<file path="src/rtl/flash_ctrl_pkg.sv">
// Purpose: constants and types for the flash and video light controller
// Assumes: 20 MHz pclk, APB register access
// Notes:   register offsets are byte addresses
package flash_ctrl_pkg;

    // ------------------------------------------------------------------
    // clock and timing
    // ------------------------------------------------------------------
    localparam int unsigned CLK_HZ          = 20_000_000;
    localparam int unsigned WDOG_SECONDS    = 13;
    localparam longint unsigned WDOG_CYCLES =
        longint'(WDOG_SECONDS) * longint'(CLK_HZ);
    // flash time step for the short and long range, in microseconds
    localparam int unsigned FLASH_STEP_SHORT_US = 100;
    localparam int unsigned FLASH_STEP_LONG_US  = 1000;
    localparam int unsigned FLASH_STEP_SHORT_CYC =
        (FLASH_STEP_SHORT_US * (CLK_HZ / 1_000_000));
    localparam int unsigned FLASH_STEP_LONG_CYC =
        (FLASH_STEP_LONG_US * (CLK_HZ / 1_000_000));

    // ------------------------------------------------------------------
    // register offsets
    // ------------------------------------------------------------------
    localparam logic [7:0] ADDR_TORCH   = 8'h00;
    localparam logic [7:0] ADDR_MODE    = 8'h04;
    localparam logic [7:0] ADDR_FLASHC  = 8'h08;
    localparam logic [7:0] ADDR_TIMING  = 8'h0c;
    localparam logic [7:0] ADDR_VOLT    = 8'h10;
    localparam logic [7:0] ADDR_STATUS  = 8'h14;

    // field positions
    localparam int unsigned MODE_LSB    = 6;
    localparam int unsigned FORCE_BIT   = 0;
    localparam int unsigned SOFT_BIT    = 7;
    localparam int unsigned TTYPE_BIT   = 4;
    localparam int unsigned RANGE_BIT   = 3;
    localparam int unsigned FCOUT_LSB   = 8;

    // reset values
    localparam logic [2:0] RST_TORCH_OUTER  = 3'h2;
    localparam logic [2:0] RST_TORCH_CENTRE = 3'h2;
    localparam logic [5:0] RST_FLASH_CENTRE = 6'h10;
    localparam logic [4:0] RST_FLASH_OUTER  = 5'h08;
    localparam logic [2:0] RST_FLASH_TIME   = 3'h4;
    localparam logic [3:0] RST_VOLT_CODE    = 4'h6;

    typedef enum logic [1:0] {
        MODE_SHUTDOWN = 2'b00,
        MODE_VIDEO    = 2'b01,
        MODE_FLASH    = 2'b10,
        MODE_VOLTAGE  = 2'b11
    } mode_t;

    typedef enum logic [1:0] {
        ST_IDLE  = 2'b00,
        ST_EDGE  = 2'b01,
        ST_LEVEL = 2'b10
    } flash_state_t;

    typedef struct packed {
        logic [2:0] torch_current_outer;
        logic [2:0] torch_current_centre;
        logic [5:0] flash_current_centre;
        logic [4:0] flash_current_outer;
    } current_t;

    typedef struct packed {
        logic       shutdown;
        logic       voltage_regulation_state;
        logic       torch_on;
        logic       flash_on;
        logic [3:0] output_voltage_code;
    } drive_t;

endpackage : flash_ctrl_pkg

</file>
<file path="src/rtl/led_flash_mode_control.sv">
// Purpose: mode, trigger and timer control for a boosted LED driver
// Assumes: strobe pins asynchronous to pclk; APB master per protocol
// Notes:   analog regulation lies outside; outputs are control levels
//
// Decided for this implementation: the address map and the APB interface to the registers.
`timescale 1ns/10ps

module led_flash_mode_control #(
    parameter longint unsigned WDOG_LIMIT = flash_ctrl_pkg::WDOG_CYCLES,
    parameter int unsigned     STEP_SHORT = flash_ctrl_pkg::FLASH_STEP_SHORT_CYC,
    parameter int unsigned     STEP_LONG  = flash_ctrl_pkg::FLASH_STEP_LONG_CYC
) (
    input  wire logic                  pclk,
    input  wire logic                  presetn,
    input  wire logic                  psel,
    input  wire logic                  penable,
    input  wire logic                  pwrite,
    input  wire logic [7:0]            paddr,
    input  wire logic [31:0]           pwdata,
    output logic      [31:0]           prdata,
    output logic                       pready,
    output logic                       pslverr,
    input  wire logic                  trigger_strobe_in,
    input  wire logic                  select_strobe_in,
    output flash_ctrl_pkg::current_t   currents,
    output flash_ctrl_pkg::drive_t     drive
);
    import flash_ctrl_pkg::*;

    // ------------------------------------------------------------------
    // registers
    // ------------------------------------------------------------------
    current_t     cur;
    mode_t        mode;
    logic         force_voltage_mode;
    logic         soft_flash_start;
    logic         trigger_type_sel;
    logic         flash_time_range_sel;
    logic [2:0]   flash_time_field;
    logic [3:0]   output_voltage_code;
    logic         timeout_flag;
    logic         wdog_expired;

    // ------------------------------------------------------------------
    // strobe synchronisers
    // ------------------------------------------------------------------
    logic [1:0]   trig_sync;
    logic [1:0]   sel_sync;
    logic         trig_prev;
    logic         soft_prev;

    always_ff @(posedge pclk or negedge presetn) begin
        if (!presetn) begin
            trig_sync <= 2'b00;
            sel_sync  <= 2'b00;
        end else begin
            trig_sync <= {trig_sync[0], trigger_strobe_in};
            sel_sync  <= {sel_sync[0], select_strobe_in};
        end
    end

    wire trig_s = trig_sync[1];
    wire sel_s  = sel_sync[1];

    // ------------------------------------------------------------------
    // bus decode
    // ------------------------------------------------------------------
    wire acc      = psel && penable;
    wire wr       = acc && pwrite;
    wire hit_tor  = (paddr == ADDR_TORCH);
    wire hit_mode = (paddr == ADDR_MODE);
    wire hit_fc   = (paddr == ADDR_FLASHC);
    wire hit_tim  = (paddr == ADDR_TIMING);
    wire hit_volt = (paddr == ADDR_VOLT);
    wire hit_stat = (paddr == ADDR_STATUS);
    wire mapped   = hit_tor | hit_mode | hit_fc | hit_tim | hit_volt
                  | hit_stat;
    wire wr_mode  = wr && hit_mode;

    // ------------------------------------------------------------------
    // flash sequencing
    // ------------------------------------------------------------------
    flash_state_t state;
    flash_state_t next_state;
    logic [15:0]  step_cnt;
    logic [2:0]   step_left;
    logic [35:0]  wdog_cnt;

    wire strobes_on = (mode == MODE_FLASH);
    wire trig_rise  = strobes_on && trig_s && !trig_prev;
    wire soft_rise  = strobes_on && soft_flash_start && !soft_prev;
    wire flash_trig = trig_rise && !sel_s;
    wire step_end   = flash_time_range_sel ?
                      (step_cnt == 16'(STEP_LONG - 1)) :
                      (step_cnt == 16'(STEP_SHORT - 1));
    wire running    = (state != ST_IDLE);
    wire time_up    = running && step_end && (step_left == 3'h0);
    wire level_drop = (state == ST_LEVEL) && (!trig_s || sel_s
                      || !strobes_on);

    always_comb begin
        next_state = state;
        case (state)
            ST_IDLE: begin
                if (soft_rise || (flash_trig && trigger_type_sel))
                    next_state = ST_EDGE;
                else if (flash_trig)
                    next_state = ST_LEVEL;
            end
            ST_EDGE: begin
                if (time_up || !strobes_on)
                    next_state = ST_IDLE;
            end
            ST_LEVEL: begin
                if (time_up || level_drop)
                    next_state = ST_IDLE;
            end
            default: next_state = ST_IDLE;
        endcase
    end

    wire starting = (state == ST_IDLE) && (next_state != ST_IDLE);

    always_ff @(posedge pclk or negedge presetn) begin
        if (!presetn) begin
            state     <= ST_IDLE;
            step_cnt  <= 16'h0000;
            step_left <= 3'h0;
            trig_prev <= 1'b0;
            soft_prev <= 1'b0;
        end else begin
            state     <= next_state;
            trig_prev <= trig_s;
            soft_prev <= soft_flash_start;
            if (starting || step_end)
                step_cnt <= 16'h0000;
            else
                step_cnt <= step_cnt + 16'h0001;
            if (starting)
                step_left <= flash_time_field;
            else if (running && step_end && step_left != 3'h0)
                step_left <= step_left - 3'h1;
        end
    end

    // ------------------------------------------------------------------
    // video watchdog
    // ------------------------------------------------------------------
    // watchdog in mode 01 only
    wire wdog_run = (mode == MODE_VIDEO) && !sel_s && !wdog_expired;

    always_ff @(posedge pclk or negedge presetn) begin
        if (!presetn) begin
            wdog_cnt     <= 36'h0;
            wdog_expired <= 1'b0;
        end else if (wr_mode || !wdog_run) begin
            wdog_cnt <= 36'h0;
            if (wr_mode)
                wdog_expired <= 1'b0;
        end else if (wdog_cnt == 36'(WDOG_LIMIT - 1)) begin
            wdog_expired <= 1'b1;
        end else begin
            wdog_cnt <= wdog_cnt + 36'h1;
        end
    end

    // ------------------------------------------------------------------
    // register writes
    // ------------------------------------------------------------------
    // current fields
    always_ff @(posedge pclk or negedge presetn) begin
        if (!presetn) begin
            cur.torch_current_outer  <= RST_TORCH_OUTER;
            cur.torch_current_centre <= RST_TORCH_CENTRE;
            cur.flash_current_centre <= RST_FLASH_CENTRE;
            cur.flash_current_outer  <= RST_FLASH_OUTER;
        end else begin
            if (wr && hit_tor) begin
                cur.torch_current_outer  <= pwdata[5:3];
                cur.torch_current_centre <= pwdata[2:0];
            end
            if (wr && hit_fc) begin
                cur.flash_current_centre <= pwdata[5:0];
                cur.flash_current_outer  <= pwdata[FCOUT_LSB +: 5];
            end
        end
    end

    always_ff @(posedge pclk or negedge presetn) begin
        if (!presetn) begin
            mode                 <= MODE_SHUTDOWN;
            force_voltage_mode   <= 1'b0;
            trigger_type_sel     <= 1'b0;
            flash_time_range_sel <= 1'b0;
            flash_time_field     <= RST_FLASH_TIME;
            output_voltage_code  <= RST_VOLT_CODE;
        end else begin
            if (wr_mode) begin
                mode               <= mode_t'(pwdata[MODE_LSB +: 2]);
                force_voltage_mode <= pwdata[FORCE_BIT];
            end
            if (wr && hit_tim) begin
                trigger_type_sel     <= pwdata[TTYPE_BIT];
                flash_time_range_sel <= pwdata[RANGE_BIT];
                flash_time_field     <= pwdata[2:0];
            end
            if (wr && hit_volt)
                output_voltage_code <= pwdata[3:0];
        end
    end

    always_ff @(posedge pclk or negedge presetn) begin
        if (!presetn)
            soft_flash_start <= 1'b0;
        else if (time_up)
            soft_flash_start <= 1'b0;
        else if (wr && hit_tim)
            soft_flash_start <= pwdata[SOFT_BIT];
    end

    always_ff @(posedge pclk or negedge presetn) begin
        if (!presetn)
            timeout_flag <= 1'b0;
        else if (time_up)
            timeout_flag <= 1'b1;
        else if (starting)
            timeout_flag <= 1'b0;
    end

    // ------------------------------------------------------------------
    // read path
    // ------------------------------------------------------------------
    wire [31:0] rd_mux =
        hit_tor  ? {26'h0, cur.torch_current_outer,
                    cur.torch_current_centre} :
        hit_mode ? {24'h0, mode, 5'h0, force_voltage_mode} :
        hit_fc   ? {19'h0, cur.flash_current_outer, 2'h0,
                    cur.flash_current_centre} :
        hit_tim  ? {24'h0, soft_flash_start, 2'h0, trigger_type_sel,
                    flash_time_range_sel, flash_time_field} :
        hit_volt ? {28'h0, output_voltage_code} :
        hit_stat ? {28'h0, wdog_expired, state == ST_LEVEL,
                    state == ST_EDGE, timeout_flag} :
                   32'h0;

    always_ff @(posedge pclk or negedge presetn) begin
        if (!presetn) begin
            prdata  <= 32'h0;
            pready  <= 1'b0;
            pslverr <= 1'b0;
        end else begin
            pready  <= psel && !penable;
            pslverr <= psel && !penable && !mapped;
            prdata  <= (psel && !penable && !pwrite) ? rd_mux : 32'h0;
        end
    end

    // ------------------------------------------------------------------
    // drive decode
    // ------------------------------------------------------------------
    // voltage regulation
    wire vreg = (mode == MODE_VOLTAGE) || force_voltage_mode;
    // torch in mode 01, or strobe-selected in mode 10
    wire torch_level = !wdog_expired && (mode == MODE_VIDEO);
    wire torch_strb  = strobes_on && sel_s && trig_s;
    wire flash_level = strobes_on && running;
    wire shut = (mode == MODE_SHUTDOWN && !force_voltage_mode)
              || wdog_expired;

    always_ff @(posedge pclk or negedge presetn) begin
        if (!presetn) begin
            currents <= '0;
            drive    <= '0;
        end else begin
            currents                       <= cur;
            drive.shutdown                 <= shut;
            drive.voltage_regulation_state <= vreg;
            drive.torch_on                 <= torch_level || torch_strb;
            drive.flash_on                 <= flash_level;
            drive.output_voltage_code      <= output_voltage_code;
        end
    end
endmodule : led_flash_mode_control

</file>
<file path="config.mk">
export PLATFORM = sky130hd
export DESIGN_NAME = led_flash_mode_control
export DESIGN_NICKNAME = d
export VERILOG_FILES = /design/src/rtl/flash_ctrl_pkg.sv /design/src/rtl/led_flash_mode_control.sv
export SDC_FILE = /design/constraint.sdc
export NUM_CORES = 1
export LEC_CHECK = 0
export BUFFER_PORTS_ARGS = -buffer_cell sky130_fd_sc_hd__buf_2
export CORE_MARGIN = 10
export CORE_UTILIZATION = 30
export DETAILED_ROUTE_END_ITERATION = 12
export PLACE_DENSITY = 0.44
export SYNTH_ARGS = -nofsm -noshare
export SYNTH_HDL_FRONTEND = slang
export SYNTH_SLANG_ARGS = --single-unit
</file>
<file path="constraint.sdc">
create_clock -name pclk -period 2.9 [get_ports pclk]
set_clock_uncertainty 0.2 [all_clocks]
set_input_delay 0.435 -clock pclk [delete_from_list [all_inputs] [get_ports pclk]]
set_output_delay 0.435 -clock pclk [all_outputs]
set_load 0.01 [all_outputs]
</file>
# --- After elaboration in Yosys (flattened, before gate mapping) ---
# Index checks and enable logic that the tools add are counted.
# Widths: inputs -> output; s select.
op_classes:
  addsub: 3
  eq_ne: 15
  bitwise: 5
  muxes: 25
  n_reduce_logical: 61
ops:
  columns: ["cell", "count"]
  rows:
  - ["$mux 36", 2]
  - ["$mux 13", 4]
  - ["$add 36x1->36 const B", 1]
  - ["$eq 36x28->1 const B", 1]
  - ["$logic_and 1x1->1", 28]
  - ["$add 16x1->16 const B", 1]
  - ["$eq 16x11->1 const B", 1]
  - ["$eq 16x15->1 const B", 1]
  - ["$eq 8x4->1 const B", 2]
  - ["$eq 8x5->1 const B", 2]
  - ["$mux 16", 1]
  - ["$reduce_bool 2->1", 6]
  - ["$logic_not 1->1", 11]
  - ["$logic_or 1x1->1", 10]
  - ["$eq 8x3->1 const B", 1]
  - ["$logic_not 8->1", 1]
  - ["$mux 1", 8]
  - ["$mux 2", 4]
  - ["$mux 4", 2]
  - ["$mux 8", 1]
  - ["$eq 2x2->1 const B", 3]
  - ["$mux 3", 2]
  - ["$pmux 2 s3", 1]
  - ["$or 1x1->1", 5]
  - ["7 further kinds", 10]
totals:
  elab_cells: 142
  input_bits: 47
  regBits: 135
  output_inout_bits: 59

# --- Longest topological paths before layout ---
depth:
  ltp_word: 12
  mapped_depth: 8

# --- Worst setup path before layout ---
# Ideal clock, no wire load.
synth_path:
  path_kind: "in2reg"
  start: "input port paddr[1]"
  end: "register cur[10] (netlist name)"
  t_arrival_ps: 1913
  path_slack_ps: 659
  cell_stages: 6
  path_buffers: 1
  path_cell_list: "or4_4 -> nor3_2 -> nand2_1 -> nor3_2 -> buf_4 -> mux2_1"
synth_via:
  elab_chain_cells: 2
synth_rtl:
  columns: ["element", "line_no", "text"]
  rows:
  - ["start: declaration", "led_flash_mode_control.sv:18", "input wire logic [7:0] paddr,"]
  - ["$eq 8x4->1", "led_flash_mode_control.sv:72", "wire hit_fc = (paddr == ADDR_FLASHC);"]
  - ["$logic_and 1x1->1", "led_flash_mode_control.sv:182", "if (wr && hit_fc) begin"]
  - ["end: declaration", "led_flash_mode_control.sv:33", "current_t cur;"]
# No other way between the ends.
# A chain may end at the register's enable or synchronous reset.

# --- Final worst setup path ---
layout_path:
  start: "register wdog_cnt[0]"
  end: "register wdog_cnt[1]"
layout_via:
  elab_chain_cells: 3
layout_rtl:
  columns: ["element", "line_no", "text"]
  rows:
  - ["start: declaration", "led_flash_mode_control.sv:87", "logic [35:0] wdog_cnt;"]
  - ["start signal: assignment", "led_flash_mode_control.sv:163", "wdog_cnt <= wdog_cnt + 36'h1;"]
  - ["$add 36x1->36", "led_flash_mode_control.sv:163", null]
  - ["$mux 36", "led_flash_mode_control.sv:160", "end else if (wdog_cnt == 36'(WDOG_LIMIT - 1)) begin"]
  - ["$mux 36", "led_flash_mode_control.sv:156", "end else if (wr_mode || !wdog_run) begin"]
# Several ways; a longest one is shown, not always the timed one. The select of a mux whose other input is x is not followed.

==> results.tsv <==
stage	metric	value	unit
placement	placed instance area	6720	um^2
clock_network	count of H-tree levels built during CTS	4	
floorplan	die outline height	162	um
finish	filler-free cell count of the finished design	909	
logic_synthesis	share of synthesized registers carrying an async set or reset	100	%
clock_network	insertion delay to the later sink of the worst-skew pair	0.42	ns
route	count of TritonRoute iterations in the first routing pass	4	
route	DRC errors left	0	
clock_network	number of buffers created by CTS	17	
global_routing	gr usage total	11.2	%
placement	final HPWL from detailed placement	10400	um
logic_synthesis	synth unique cells	58	
global_routing	first-pass GRT wire length	23800	um
pwr	static leakage	3.41	nW
sta	final-report max-slew violation count	0	
logic_synthesis	cell count after synthesis	541	
clock_network	Clock Path Buffers	2	
sta	tightest hold margin	0.0343	ns
sta	Max-slew headroom	39.8	%
pwr	power share of the combinational group	5.8	%
global_routing	Remaining Overflow, GRT	0	
pwr	switching power	1.10	mW
sta	slew of the pin with the lowest slew margin	0.903	ns
global_routing	via count of the first global-routing pass	4509	
logic_synthesis	Yosys Warn Count	0	
setup_path	worst path arrival time	2.57	ns
pwr	power density of the placed cells	604	nW/um^2
logic_synthesis	top cells by area in the synthesized netlist	sky130_fd_sc_hd__dfrtp_1 (53%), sky130_fd_sc_hd__mux2_1 (4.4%), sky130_fd_sc_hd__dfstp_2 (3.0%)	
route	routed wirelength normalized by instance count	15.9	um
logic_synthesis	most used flip-flop cell after synthesis	sky130_fd_sc_hd__dfrtp_1	
logic_synthesis	top cell type by total area after synthesis	sky130_fd_sc_hd__dfrtp_1	
floorplan	number of placement rows	52	
finish	Layout area overhead	20.6	%
floorplan	Initial Utilization	30.3	%
pwr	Max IR drop VDD	0.000403	V
sta	Tmin final	2.47	ns
sta	Setup violations, final	0	
route	vias after detailed routing	4304	
pwr	Flop pwr share	45.3	%
finish	Nets	677	
clock_network	clock input transition at the sequential cells of the worst setup and hold paths	0.06	ns
pwr	Internal Dissipation	3.34	mW
setup_path	required time reported for the critical path endpoint	3.00	ns
finish	commonest cells after routing, fill and taps aside	sky130_fd_sc_hd__dfrtp_1 (128), sky130_fd_sc_hd__buf_2 (66), sky130_fd_sc_hd__nor2_1 (48)	
finish	final instance area	7340	um^2
logic_synthesis	number of synthesized flops with an enable pin	0	
finish	commonest non-fill, non-tap cell in the layout	sky130_fd_sc_hd__dfrtp_1	
route	1st-iter DRT viols	208	
global_routing	antenna violations before repair	0	
route	detailed-route vias per instance	4.73	
route	routed wire length	14400	um
logic_synthesis	Synth top area share	52.6	%
setup_path	top fanout value on the critical path	35	
placement	Port Buffer Count	67	
logic_synthesis	sequential element share of the synthesized area	55.6	%
placement	Post-Place Cells	874	
finish	layout cells sized above 1	22.4	%
hold_path	class of the tightest hold or removal check	in2reg	
placement	Routability Congestion	0.783	
sta	part of the cycle the worst path needs	85.2	%
sta	unrepaired setup endpoints after global routing	false	
clock_network	sink count of the clock tree	135	
floorplan	Die Outline Area	26400	um^2
floorplan	number of ports placed on the die boundary	106	
sta	Final Hold Violating Endpoints	0	
logic_synthesis	netlist area before placement	6090	um^2
pwr	switching share of total power	24.7	%
route	remaining number of nets flagged by the antenna check after routing	0	
setup_path	element type at the critical path end	register	
logic_synthesis	Avg Synthesized Cell Area	11.3	um^2
clock_network	clock tree from TritonCTS	built	
logic_synthesis	#FFs+latches synth	135	
setup_path	type of origin of the critical path	register	
outcome	outcome	complete, no violations	
pwr	share of total power in the clock network	48.9	%
run	Max-Cap Viols	0	
global_routing	maximum number of pins on one net before global-route repair	58	
floorplan	Std-Cell Core Area	20100	um^2
finish	antenna cell count	0	
sta	max frequency	0.405	GHz
floorplan	Die X	162	um
sta	total negative slack	0	ns
setup_path	start-to-end type of the worst setup path	reg2reg	
clock_network	Clock Tree Root	sky130_fd_sc_hd__clkbuf_16	
## critical path, stage by stage (launching register included)
cell and delay, ns:
sky130_fd_sc_hd__dfrtp_1 0.43, sky130_fd_sc_hd__ha_1 0.26, sky130_fd_sc_hd__nand4_1 0.22, sky130_fd_sc_hd__nor4_2 0.39, sky130_fd_sc_hd__nor3b_4 0.23, sky130_fd_sc_hd__buf_4 0.34
sky130_fd_sc_hd__mux2i_1 0.22, sky130_fd_sc_hd__nor2_1 0.05
## flip-flops by register name, summed over array words and instances, names as in the netlist
name and count:
wdog_cnt 36, cur 17, currents 17, step_cnt 16, prdata 13, drive 8, output_voltage_code 4, flash_time_field 3
step_left 3, mode 2, sel_sync 2, state 2, trig_sync 2, flash_time_range_sel 1, force_voltage_mode 1, pready 1
pslverr 1, soft_flash_start 1, soft_prev 1, timeout_flag 1, trig_prev 1, trigger_type_sel 1, wdog_expired 1
## per-stage QoR
stage | setup slack [ns] | power (mW) | util [%]
2_1_floorplan | 0.659 | 2.19 | -
3_3_place_gp | 0.348 | 2.29 | 33.4
3_5_place_dp | 0.347 | 2.30 | 33.4
4_1_cts | 0.418 | 4.50 | 36.5
5_1_grt | 0.213 | 4.64 | 36.5
6_report | 0.428 | 4.43 | 36.5
## synthesized netlist by cell type (all sizes together) (6+ instances only)
cell    instances
nand2          32
buf            29
nor3           12
xnor2          10
nand4          21
a21oi          20
and3            8
nor4           11
nand2b          6
inv             9
nand3          29
xor2           20
nor2           48
mux2           32
or3            17
o21ai          17
or4             6
mux2i          11
dfstp           7
and2            9
dfrtp         128
## final cells by class
cell class                 instances  area, um^2
sequential                       135        3390
fill                            2021       12800
timing repair buffer              81         479
tap                              270         338
clock buffer                      17         425
clock inverter                    15         165
multi-input combinational        382        2510
inverter                           9        33.8
## repair_timing
action / 4_1_cts / 5_1_grt
gates resized for setup: 0 / 0
setup buffers: 0 / 0
hold buffers: 3 / 0
endpoints found under the hold margin: 50 / 0
## metal layers
layer  wire length (um)  GRT usage [%]  up-vias  share of wire (%)
li1                   -              -     2069                  -
met1               6520           13.6     2136                 45
met2               7030           18.2       80                 49
met3                655           3.31       19                4.5
met4                231           4.63        0                1.6
met5                  0              0        -                  0
## cell families (layout without fill, tap and decap cells)
group	count (synthesis)	in the layout	share of synthesized area [%]
AND/OR/NAND/NOR	226	226	21.3
AO/OA/AOI/OAI	60	60	5.92
flip-flops	135	135	55.6
XOR/XNOR	30	30	4.32
multiplexers	43	43	7.73
adder cells (fa/ha/maj)	4	4	0.822
buffers and inverters	42	122	4.19
other	1	19	0.0616
## final timing paths
kind / startpoint / endpoint / slack, ns / cells after the start
min in group asynchronous: presetn / currents[6] / 0.36 / 2
max in group asynchronous: presetn / cur[3] / 1.44 / 3
worst max-delay path: wdog_cnt[0] / wdog_cnt[1] / 0.43 / 7
worst max register to register: wdog_cnt[0] / wdog_cnt[1] / 0.43 / 7
worst min register to register: trig_sync[0] / trig_sync[1] / 0.19 / 0
worst min-delay path: pwdata[9] / cur[1] / 0.03 / 2
## power groups by stage
stage	sequential (mW)	clock (mW)	combinational, mW
6_report	2.01	2.17	0.257
3_5_place_dp	2.04	0	0.257
3_3_place_gp	2.04	0	0.254
5_1_grt	2.02	2.32	0.299
4_1_cts	2.01	2.22	0.263
2_1_floorplan	2.03	0	0.164
Note: power is estimated with default switching activity, not from simulation.
